===== src/inc/mba_pkg.sv =====
package mba_pkg;

  // widths
  localparam int PC_W      = 13;
  localparam int OFF_W     = 7;
  localparam int DADDR_W   = 9;
  localparam int DATA_W    = 8;
  localparam int LIT_W     = 11;
  localparam int GPR_DEPTH = 368;
  localparam int GPR_IDX_W = 9;

  // program memory vectors and wrap masks
  localparam logic [PC_W-1:0] PC_RESET_VEC = 13'h0000;
  localparam logic [PC_W-1:0] PC_IRQ_VEC   = 13'h0004;
  localparam logic [PC_W-1:0] PROG_MASK_2K = 13'h07FF;
  localparam logic [PC_W-1:0] PROG_MASK_4K = 13'h0FFF;
  localparam logic [PC_W-1:0] PROG_MASK_8K = 13'h1FFF;

  // core register offsets, mirrored in every bank
  localparam logic [OFF_W-1:0] OFF_INDIRECT_PORT = 7'h00;
  localparam logic [OFF_W-1:0] OFF_PC_LOW_BYTE   = 7'h02;
  localparam logic [OFF_W-1:0] OFF_CORE_STATUS   = 7'h03;
  localparam logic [OFF_W-1:0] OFF_IND_POINTER   = 7'h04;
  localparam logic [OFF_W-1:0] OFF_PC_HIGH_LATCH = 7'h0A;

  // core_status field positions
  localparam int STATUS_BANK_LO_BIT = 5;
  localparam int STATUS_BANK_HI_BIT = 6;
  localparam int STATUS_IND_BANK_BIT = 7;

  // reset values
  localparam logic [DATA_W-1:0] CORE_STATUS_RST = 8'h00;
  localparam logic [DATA_W-1:0] IND_POINTER_RST = 8'h00;
  localparam logic [4:0]        PC_HIGH_RST     = 5'h00;

  // general ram layout within a bank
  localparam logic [OFF_W-1:0] GPR_LO_OFF      = 7'h20;
  localparam logic [OFF_W-1:0] GPR_WIDE_LO_OFF = 7'h10;
  localparam logic [OFF_W-1:0] COMMON_LO_OFF   = 7'h70;
  localparam logic [OFF_W-1:0] BANK1_2K_END    = 7'h3F;
  localparam logic [OFF_W-1:0] BANK2_4K_END    = 7'h2F;
  localparam logic [GPR_IDX_W-1:0] BANK1_BASE  = 9'h060;
  localparam logic [GPR_IDX_W-1:0] BANK2_BASE  = 9'h0B0;
  localparam logic [GPR_IDX_W-1:0] BANK3_BASE  = 9'h110;

  typedef enum logic [1:0] {
    VAR_2K = 2'b00,
    VAR_4K = 2'b01,
    VAR_8K = 2'b10
  } mba_variant_t;

  typedef enum logic [2:0] {
    K_NONE   = 3'b000,
    K_GPR    = 3'b001,
    K_INDIRECT_ACCESS_PORT   = 3'b010,
    K_PCL    = 3'b011,
    K_STATUS = 3'b100,
    K_FSR    = 3'b101,
    K_PCH    = 3'b110
  } mba_kind_t;

  typedef struct packed {
    mba_kind_t            kind;
    logic [GPR_IDX_W-1:0] idx;
  } mba_hit_t;

endpackage


===== src/inc/mba_ram_if.sv =====
`timescale 1ns/1ps
interface mba_ram_if;
  logic                          we;
  logic [mba_pkg::GPR_IDX_W-1:0] idx;
  logic [mba_pkg::DATA_W-1:0]    wdata;
  logic [mba_pkg::DATA_W-1:0]    rdata;

  modport ctrl (
    output we,
    output idx,
    output wdata,
    input  rdata
  );

  modport mem (
    input  we,
    input  idx,
    input  wdata,
    output rdata
  );
endinterface


===== src/rtl/mba_map.sv =====
// Added by the designer: the strobed register port.
`timescale 1ns/1ps
module mba_map #(
  parameter mba_pkg::mba_variant_t VARIANT = mba_pkg::VAR_8K
) (
  // clock and reset
  input  wire logic                          core_clk,
  input  wire logic                          rst,
  // program counter control from the core
  input  wire logic                          pc_step,
  input  wire logic                          pc_jump,
  input  wire logic [mba_pkg::LIT_W-1:0]     pc_jump_lit,
  input  wire logic                          irq_take,
  // data register port
  input  wire logic [mba_pkg::OFF_W-1:0]     reg_addr,
  input  wire logic [mba_pkg::DATA_W-1:0]    reg_wdata,
  input  wire logic                          reg_wr,
  input  wire logic                          reg_rd,
  output logic      [mba_pkg::DATA_W-1:0]    reg_rdata_ff,
  // program fetch address
  output logic      [mba_pkg::PC_W-1:0]      prog_addr_ff,
  // core register state
  output logic      [mba_pkg::DATA_W-1:0]    core_status_ff,
  output logic      [mba_pkg::DATA_W-1:0]    indirect_pointer_ff,
  output logic      [1:0]                    bank_sel_ff,
  // last access landed on no implemented location
  output logic                               unimpl_access_ff
);
  import mba_pkg::*;

  // ---------------------------------------------------------------
  // decode of a full 9-bit data address
  // ---------------------------------------------------------------
  function automatic mba_hit_t decode_addr(
    input logic [DADDR_W-1:0] a,
    input mba_variant_t       v
  );
    logic [1:0]       bk;
    logic [OFF_W-1:0] off;
    mba_hit_t         h;
    logic             ram_b0;
    logic             ram_b1;
    logic             ram_b2_narrow;
    logic             ram_b2_wide;
    logic             ram_b3_wide;
    bk     = a[DADDR_W-1:OFF_W];
    off    = a[OFF_W-1:0];
    // ram windows per bank; smaller variants leave holes that read as zero
    ram_b0        = bk == 2'h0 && off >= GPR_LO_OFF;
    ram_b1        = bk == 2'h1 && off >= GPR_LO_OFF
                    && (v != VAR_2K || off <= BANK1_2K_END);
    ram_b2_narrow = bk == 2'h2 && v == VAR_4K
                    && off >= GPR_LO_OFF && off <= BANK2_4K_END;
    ram_b2_wide   = bk == 2'h2 && v == VAR_8K && off >= GPR_WIDE_LO_OFF;
    ram_b3_wide   = bk == 2'h3 && v == VAR_8K && off >= GPR_WIDE_LO_OFF;
    h.kind = K_NONE;
    h.idx  = '0;
    if (off == OFF_INDIRECT_PORT) begin
      h.kind = K_INDIRECT_ACCESS_PORT;
    end else if (off == OFF_PC_LOW_BYTE) begin
      h.kind = K_PCL;
    end else if (off == OFF_CORE_STATUS) begin
      h.kind = K_STATUS;
    end else if (off == OFF_IND_POINTER) begin
      h.kind = K_FSR;
    end else if (off == OFF_PC_HIGH_LATCH) begin
      h.kind = K_PCH;
    end else if (off >= COMMON_LO_OFF) begin
      h.kind = K_GPR;
      h.idx  = GPR_IDX_W'(off - GPR_LO_OFF);
    end else if (ram_b0) begin
      h.kind = K_GPR;
      h.idx  = GPR_IDX_W'(off - GPR_LO_OFF);
    end else if (ram_b1) begin
      h.kind = K_GPR;
      h.idx  = BANK1_BASE + GPR_IDX_W'(off - GPR_LO_OFF);
    end else if (ram_b2_narrow) begin
      h.kind = K_GPR;
      h.idx  = BANK2_BASE + GPR_IDX_W'(off - GPR_LO_OFF);
    end else if (ram_b2_wide) begin
      h.kind = K_GPR;
      h.idx  = BANK2_BASE + GPR_IDX_W'(off - GPR_WIDE_LO_OFF);
    end else if (ram_b3_wide) begin
      h.kind = K_GPR;
      h.idx  = BANK3_BASE + GPR_IDX_W'(off - GPR_WIDE_LO_OFF);
    end
    return h;
  endfunction

  // program space mask for the chosen variant
  function automatic logic [PC_W-1:0] prog_mask(input mba_variant_t v);
    logic [PC_W-1:0] m;
    m = PROG_MASK_8K;
    if (v == VAR_2K) begin
      m = PROG_MASK_2K;
    end else if (v == VAR_4K) begin
      m = PROG_MASK_4K;
    end
    return m;
  endfunction

  // ---------------------------------------------------------------
  // state
  // ---------------------------------------------------------------
  logic [PC_W-1:0]   pc_ff;
  logic [4:0]        pc_high_latch_ff;

  mba_ram_if ram_bus ();

  // ---------------------------------------------------------------
  // address formation
  // ---------------------------------------------------------------
  wire [1:0] bank_sel;
  wire       bank_select_low;
  wire       bank_select_high;

  assign bank_select_low  = core_status_ff[STATUS_BANK_LO_BIT];
  assign bank_select_high = core_status_ff[STATUS_BANK_HI_BIT];
  assign bank_sel         = {bank_select_high, bank_select_low};

  wire [DADDR_W-1:0] direct_addr;
  wire [DADDR_W-1:0] indirect_addr;
  wire               via_pointer;
  wire [DADDR_W-1:0] eff_addr;

  // indirect address takes its bank bit from status bit 7
  assign direct_addr   = {bank_sel, reg_addr};
  assign indirect_addr = {core_status_ff[STATUS_IND_BANK_BIT],
                          indirect_pointer_ff};
  assign via_pointer   = (reg_addr == OFF_INDIRECT_PORT);
  assign eff_addr      = via_pointer ? indirect_addr : direct_addr;

  mba_hit_t hit;
  assign hit = decode_addr(eff_addr, VARIANT);

  // pointer aimed back at the indirect port reaches nothing
  wire [2:0] kind_bits;
  wire       hit_none;
  wire       hit_gpr;
  wire       hit_pcl;
  wire       hit_status;
  wire       hit_fsr;
  wire       hit_pch;

  assign kind_bits  = hit.kind;
  assign hit_gpr    = kind_bits == K_GPR;
  assign hit_pcl    = kind_bits == K_PCL;
  assign hit_status = kind_bits == K_STATUS;
  assign hit_fsr    = kind_bits == K_FSR;
  assign hit_pch    = kind_bits == K_PCH;
  assign hit_none   = kind_bits == K_NONE || kind_bits == K_INDIRECT_ACCESS_PORT;

  // ---------------------------------------------------------------
  // write strobes
  // ---------------------------------------------------------------
  wire       wr_gpr;
  wire       wr_pcl;
  wire       wr_status;
  wire       wr_fsr;
  wire       wr_pch;
  wire [4:0] hit_vec;
  wire [4:0] wr_vec;

  assign hit_vec = {hit_pch, hit_fsr, hit_status, hit_pcl, hit_gpr};

  // one strobe per writable target
  for (genvar gi = 0; gi < 5; gi++) begin : g_wr_strobe
    assign wr_vec[gi] = reg_wr && hit_vec[gi];
  end

  assign wr_gpr    = wr_vec[0];
  assign wr_pcl    = wr_vec[1];
  assign wr_status = wr_vec[2];
  assign wr_fsr    = wr_vec[3];
  assign wr_pch    = wr_vec[4];

  // ---------------------------------------------------------------
  // general ram
  // ---------------------------------------------------------------
  // ram contents are not reset; a read before any write is unknown
  assign ram_bus.we    = wr_gpr;
  assign ram_bus.idx   = hit.idx;
  assign ram_bus.wdata = reg_wdata;

  mba_gpr_ram u_gpr_ram (
    .core_clk (core_clk),
    .ram      (ram_bus.mem)
  );

  // ---------------------------------------------------------------
  // read selection
  // ---------------------------------------------------------------
  wire [DATA_W-1:0] rd_gpr;
  wire [DATA_W-1:0] rd_pcl;
  wire [DATA_W-1:0] rd_pch;
  wire [DATA_W-1:0] rd_status;
  wire [DATA_W-1:0] rd_fsr;
  wire [DATA_W-1:0] rd_sel;
  wire [DATA_W-1:0] nxt_reg_rdata;

  assign rd_gpr = hit_gpr ? ram_bus.rdata : '0;
  assign rd_pcl = hit_pcl ? pc_ff[DATA_W-1:0] : '0;
  assign rd_pch    = hit_pch ? {3'h0, pc_high_latch_ff} : '0;
  assign rd_status = hit_status ? core_status_ff : '0;
  assign rd_fsr    = hit_fsr ? indirect_pointer_ff : '0;
  // nothing hit leaves every term at zero
  assign rd_sel = rd_gpr
                | rd_pcl
                | rd_pch
                | rd_status
                | rd_fsr;
  assign nxt_reg_rdata = reg_rd ? rd_sel : '0;

  // ---------------------------------------------------------------
  // program counter
  // ---------------------------------------------------------------
  wire [PC_W-1:0] pcl_load;
  wire [PC_W-1:0] jump_load;
  wire [PC_W-1:0] pc_inc;
  wire [PC_W-1:0] nxt_pc;
  wire [PC_W-1:0] nxt_prog_addr;
  wire [PC_W-1:0] space_mask;

  assign pcl_load  = {pc_high_latch_ff, reg_wdata};
  assign jump_load = {pc_high_latch_ff[4:3], pc_jump_lit};
  assign pc_inc    = pc_ff + PC_W'(1);

  // interrupt first, then software load, then branch, then step
  assign nxt_pc = irq_take ? PC_IRQ_VEC :
                  wr_pcl   ? pcl_load   :
                  pc_jump  ? jump_load  :
                  pc_step  ? pc_inc     :
                             pc_ff;

  // pc keeps all 13 bits; only the fetch address is cut to the space
  assign space_mask    = prog_mask(VARIANT);
  assign nxt_prog_addr = nxt_pc & space_mask;

  always_ff @(posedge core_clk) begin
    if (rst) begin
      pc_ff <= PC_RESET_VEC;
    end else begin
      pc_ff <= nxt_pc;
    end
  end

  always_ff @(posedge core_clk) begin
    if (rst) begin
      prog_addr_ff <= PC_RESET_VEC;
    end else begin
      prog_addr_ff <= nxt_prog_addr;
    end
  end

  // ---------------------------------------------------------------
  // core registers
  // ---------------------------------------------------------------
  wire [DATA_W-1:0] nxt_core_status;
  wire [DATA_W-1:0] nxt_indirect_pointer;
  wire [4:0]        nxt_pc_high_latch;

  assign nxt_core_status      = wr_status ? reg_wdata : core_status_ff;
  assign nxt_indirect_pointer = wr_fsr ? reg_wdata : indirect_pointer_ff;
  assign nxt_pc_high_latch    = wr_pch ? reg_wdata[4:0] : pc_high_latch_ff;

  always_ff @(posedge core_clk) begin
    if (rst) begin
      core_status_ff <= CORE_STATUS_RST;
    end else begin
      core_status_ff <= nxt_core_status;
    end
  end

  always_ff @(posedge core_clk) begin
    if (rst) begin
      indirect_pointer_ff <= IND_POINTER_RST;
    end else begin
      indirect_pointer_ff <= nxt_indirect_pointer;
    end
  end

  // pc high latch keeps five bits; upper three read as zero
  always_ff @(posedge core_clk) begin
    if (rst) begin
      pc_high_latch_ff <= PC_HIGH_RST;
    end else begin
      pc_high_latch_ff <= nxt_pc_high_latch;
    end
  end

  // bank view follows status after the write lands
  wire [1:0] nxt_bank_sel;
  assign nxt_bank_sel = {nxt_core_status[STATUS_BANK_HI_BIT],
                         nxt_core_status[STATUS_BANK_LO_BIT]};

  // ---------------------------------------------------------------
  // read data and access flag
  // ---------------------------------------------------------------
  wire any_access;
  wire nxt_unimpl;
  assign any_access = reg_rd || reg_wr;
  assign nxt_unimpl = any_access && hit_none;

  always_ff @(posedge core_clk) begin
    if (rst) begin
      reg_rdata_ff <= '0;
    end else begin
      reg_rdata_ff <= nxt_reg_rdata;
    end
  end

  always_ff @(posedge core_clk) begin
    if (rst) begin
      bank_sel_ff <= '0;
    end else begin
      bank_sel_ff <= nxt_bank_sel;
    end
  end

  always_ff @(posedge core_clk) begin
    if (rst) begin
      unimpl_access_ff <= 1'b0;
    end else begin
      unimpl_access_ff <= nxt_unimpl;
    end
  end

endmodule // mba_map


===== src/rtl/mba_gpr_ram.sv =====
`timescale 1ns/1ps
module mba_gpr_ram (
  // clock
  input wire logic core_clk,
  // storage port
  mba_ram_if.mem   ram
);
  import mba_pkg::*;

  logic [DATA_W-1:0] mem_ff [GPR_DEPTH];

  wire in_range = ram.idx < GPR_IDX_W'(GPR_DEPTH);

  always_ff @(posedge core_clk) begin
    if (ram.we && in_range) begin
      mem_ff[ram.idx] <= ram.wdata;
    end
  end

  assign ram.rdata = in_range ? mem_ff[ram.idx] : '0;

endmodule // mba_gpr_ram


===== config.mk =====
export PLATFORM = sky130hd
export DESIGN_NAME = mba_map
export DESIGN_NICKNAME = d
export VERILOG_FILES = /design/src/inc/mba_pkg.sv /design/src/inc/mba_ram_if.sv /design/src/rtl/mba_map.sv /design/src/rtl/mba_gpr_ram.sv
export SDC_FILE = /design/constraint.sdc
export NUM_CORES = 2
export LEC_CHECK = 0
export ABC_CLOCK_PERIOD_IN_PS = 4750
export BUFFER_PORTS_ARGS = -buffer_cell sky130_fd_sc_hd__buf_2
export CORE_AREA = 5 5 541 543
export CTS_CLUSTER_DIAMETER = 150
export CTS_CLUSTER_SIZE = 30
export DETAILED_ROUTE_END_ITERATION = 8
export DIE_AREA = 0 0 546 548
export MAX_ROUTING_LAYER = met4
export PLACE_DENSITY = 0.53
export SETUP_SLACK_MARGIN = 0.2
export SLEW_MARGIN = 20
export SYNTH_ARGS = -nofsm -noshare
export SYNTH_HDL_FRONTEND = slang
export SYNTH_SLANG_ARGS = --single-unit

===== constraint.sdc =====
create_clock -name core_clk -period 4.75 [get_ports core_clk]
set_input_delay 0 -clock core_clk [delete_from_list [all_inputs] [get_ports core_clk]]
set_output_delay 0 -clock core_clk [all_outputs]
set_load 0.02 [all_outputs]

==> flow_summary_export.csv <==
group,metric,value,unit
sta,worstMarginPinSlew,1.17,ns
grt,grt_max_degree,139,
synth,ys_async_sr_fraction,0,
finish,fin_util,0.456,
clocking,root_buffer,"clkbuf_16",
synth,netlist_area,114000,um^2
floorplanning,coreArea,287000,um^2
finish,drive_gt1_frac,0.164,
synth,synth_top_area_share,0.775,
route,ant_nets,0,
worst_setup_path,critPathMaxFanout,53,
sta,report.final.hold_viol_count,0,
place,gp_routability_congestion,0.921,
floorplanning,rows,197,
sta,finalSetupViolCount,0,
route,drt_iter0_markers,10887,
flow_run,cap_violations,0,
grt,antenna_found_initial,15,
place,hpwl,246,mm
synth,avgSynthCellArea,15.4,um^2
grt,grt_pass1_vias,70775,
synth,yosys_most_used_dff,"edfxtp_1",
clocking,tritoncts,"built",
place,place.port_buffers,72,
finish,area_delta_synth_final,14.6,%
grt,grt_first_pass_wirelength,545,mm
floorplanning,die_y,548,um
worst_setup_path,setup.worst_path.class,"reg -> reg",
grt,grtUsageTotal,0.257,
sta,fin_crit,4.56,ns
finish,final-seq-area,89300,um^2
sta,max_freq,219,MHz
sta,rsz0062_at_grt,"true",
sta,skew,0.0692,ns
outcome,status,"completed",
route,dr.pass1.iters,9,
floorplanning,die_x,546,um
clocking,clk_latency,0.85,ns
finish,nets,8016,
sta,setup_ws,0.194,ns
route,vias_per_cell,6.22,
sta,relSlewSlack,0.209,
route,wl_per_cell,32.9,um
clocking,cts_htree_levels,3,
floorplanning,fp.dieArea,299000,um^2
power_and_ir_drop,power_density,352,nW/um^2
floorplanning,boundaryPins,73,
clocking,clockBufferDepth,3,
power_and_ir_drop,power_leakage,40.6,nW
sta,period_share,0.959,
worst_setup_path,crit_arrival,5.27,ns
worst_setup_path,critPathRequiredTime,5.46,ns
worst_setup_path,startpoint_type,"flip-flop",
finish,n_fill_cell,24894,
synth,synth_area_leaders,"edfxtp_1 77%, o22ai_1 3.7%, o221ai_1 2.8%",
sta,whs,0.141,ns
synth,synth.net_count,7453,
finish,multi_input_area,23100,um^2
power_and_ir_drop,vdd_drop_max,0.000332,V
min_path,holdCritPathClass,"in -> reg",
synth,synth.distinct_cells,88,
sta,final.setup.tns,0,ns
synth,yosysWarnings,0,
clocking,cts.clk_slew.worst_paths,0.12,ns
synth,synth_edf_count,2944,
place,dp_slack,-0.943,ns
route,vias,73620,
worst_setup_path,cp-end-kind,"flip-flop",
route,routed_wl,390,mm
synth,syn_inst,7409,
clocking,cts_buffers,110,
sta,drv_slew,0,
grt,grt_overflow,0,
finish,final_common_cell,"edfxtp_1",
floorplanning,start_util,0.397,
route,drc,0,
synth,synth.largest_area_cell,"edfxtp_1",
clocking,cts_sinks,2987,
finish,final_cell_mix,"2944 x edfxtp_1, 697 x nor2_1, 685 x buf_4, 682 x o22ai_1, 491 x nand2_1",
synth,ys_seq_area_frac,0.782,
synth,ys_seq_elements,2987,
==> state kept, by name, indices dropped and copies added (netlist names) <==
| name | cells |
|---|---|
| u_gpr_ram.mem_ff | 2944 |
| prog_addr_ff | 13 |
| indirect_pointer_ff | 8 |
| reg_rdata_ff | 8 |
| core_status_ff | 6 |
| pc_high_latch_ff | 5 |
| bank_sel_ff | 2 |
| unimpl_access_ff | 1 |
==> cell usage after synthesis (4+ instances only) <==
cell	count
a2111oi_0	7
a211oi_1	17
a21boi_0	6
a21o_1	31
a21oi_1	293
a221oi_1	13
a222oi_1	80
a22o_1	27
a22oi_1	214
a311oi_1	4
a31oi_1	13
a32oi_1	7
a41oi_1	23
and3_1	5
and4_1	4
buf_1	58
buf_2	196
buf_4	46
clkbuf_1	273
dfxtp_1	43
edfxtp_1	2944
ha_1	11
inv_1	8
mux2i_1	23
nand2_1	511
nand3_1	43
nand4_1	13
nor2_1	801
nor3_1	50
nor4_1	46
o2111ai_1	4
o211ai_1	9
o21a_1	21
o21ai_0	317
o21ai_1	6
o221ai_1	362
o22a_1	24
o22ai_1	683
o31ai_1	79
o41ai_1	5
or3_1	9
xnor2_1	4
xor2_1	5
==> worst max-delay path: stages, from the launching register on <==
cell and delay [ns]:
dfxtp_1 0.33, a31o_2 0.23, inv_2 0.08, ha_2 0.21
ha_4 0.15, nand2b_1 0.06, a31oi_1 0.24, nand4_1 0.20
nand3_1 0.16, buf_4 0.14, nor2_4 0.04, buf_12 0.14
buf_12 0.16, buf_12 0.19, buf_4 0.25, o221ai_1 0.27
a22oi_1 0.11, o211a_1 0.19, o41a_1 0.57, a311oi_4 0.37
buf_4 0.18, o32ai_1 0.08
==> logic make-up (layout without fill, tap and decap cells) <==
logic type / after synthesis / after routing / synth area share
multiplexers: 25 / 25 / 0.00221
other: 0 / 11 / 0
AND/OR/NAND/NOR: 1510 / 1510 / 0.0536
buffers and inverters: 585 / 1213 / 0.0231
flip-flops: 2987 / 2987 / 0.782
AO/OA/AOI/OAI: 2282 / 2282 / 0.137
adder cells (fa/ha/maj): 11 / 11 / 0.00121
XOR/XNOR: 9 / 9 / 0.000691
==> report_power, final <==
group	leakage (nW)	switching [mW]	internal, mW	total (mW)
logic	12.3	3.21	1.51	4.71
clock network	1.49	7.90	4.45	12.3
registers	26.8	0.0392	29.0	29.0
==> repair_timing <==
item                       CTS  global route
setup buffers                7            11
pin swaps                   12            20
hold buffers                43             0
hold endpoints to repair   963             0
resized for setup           37           151
cloned                       0             6
setup endpoints to repair   35          1384
==> worst paths after layout <==
path	end	slack, ns	startpoint	depth (start not counted)
setup / recovery	reg_rdata_ff[7]	0.19	indirect_pointer_ff[4]	21
hold / removal	pc_high_latch_ff[2]	0.14	reg_wr	4
setup reg to reg	reg_rdata_ff[7]	0.19	indirect_pointer_ff[4]	21
hold reg to reg	pc_high_latch_ff[4]	0.51	pc_high_latch_ff[4]	2
==> metal layers <==
metal / vias up / global-route usage / routed length (um)
met5: - / - / 0
met4: 0 / 0.0699 / 12100
met3: 535 / 0.0378 / 34900
met2: 3869 / 0.394 / 180000
met1: 38383 / 0.360 / 162000
li1: 30833 / - / -
==> stage by stage <==
step	instances	area (um^2)	power, mW
2_1_floorplan	7409	114000	31.3
3_3_place_gp	11573	126000	34.0
3_5_place_dp	11574	126000	34.1
4_1_cts	11801	130000	46.0
5_1_grt	11826	131000	47.3
6_report	11829	131000	46.1
==> cell type report <==
type / count / area share
Antenna cell: 11 / 0.000210
Clock buffer: 169 / 0.0229
Clock inverter: 8 / 0.000775
Inverter: 8 / 0.000230
Multi-Input combinational cell: 3837 / 0.177
Sequential cell: 2987 / 0.682
Tap cell: 3781 / 0.0362
Timing Repair Buffer: 1028 / 0.0808
Power figures use the tool's default switching activity.
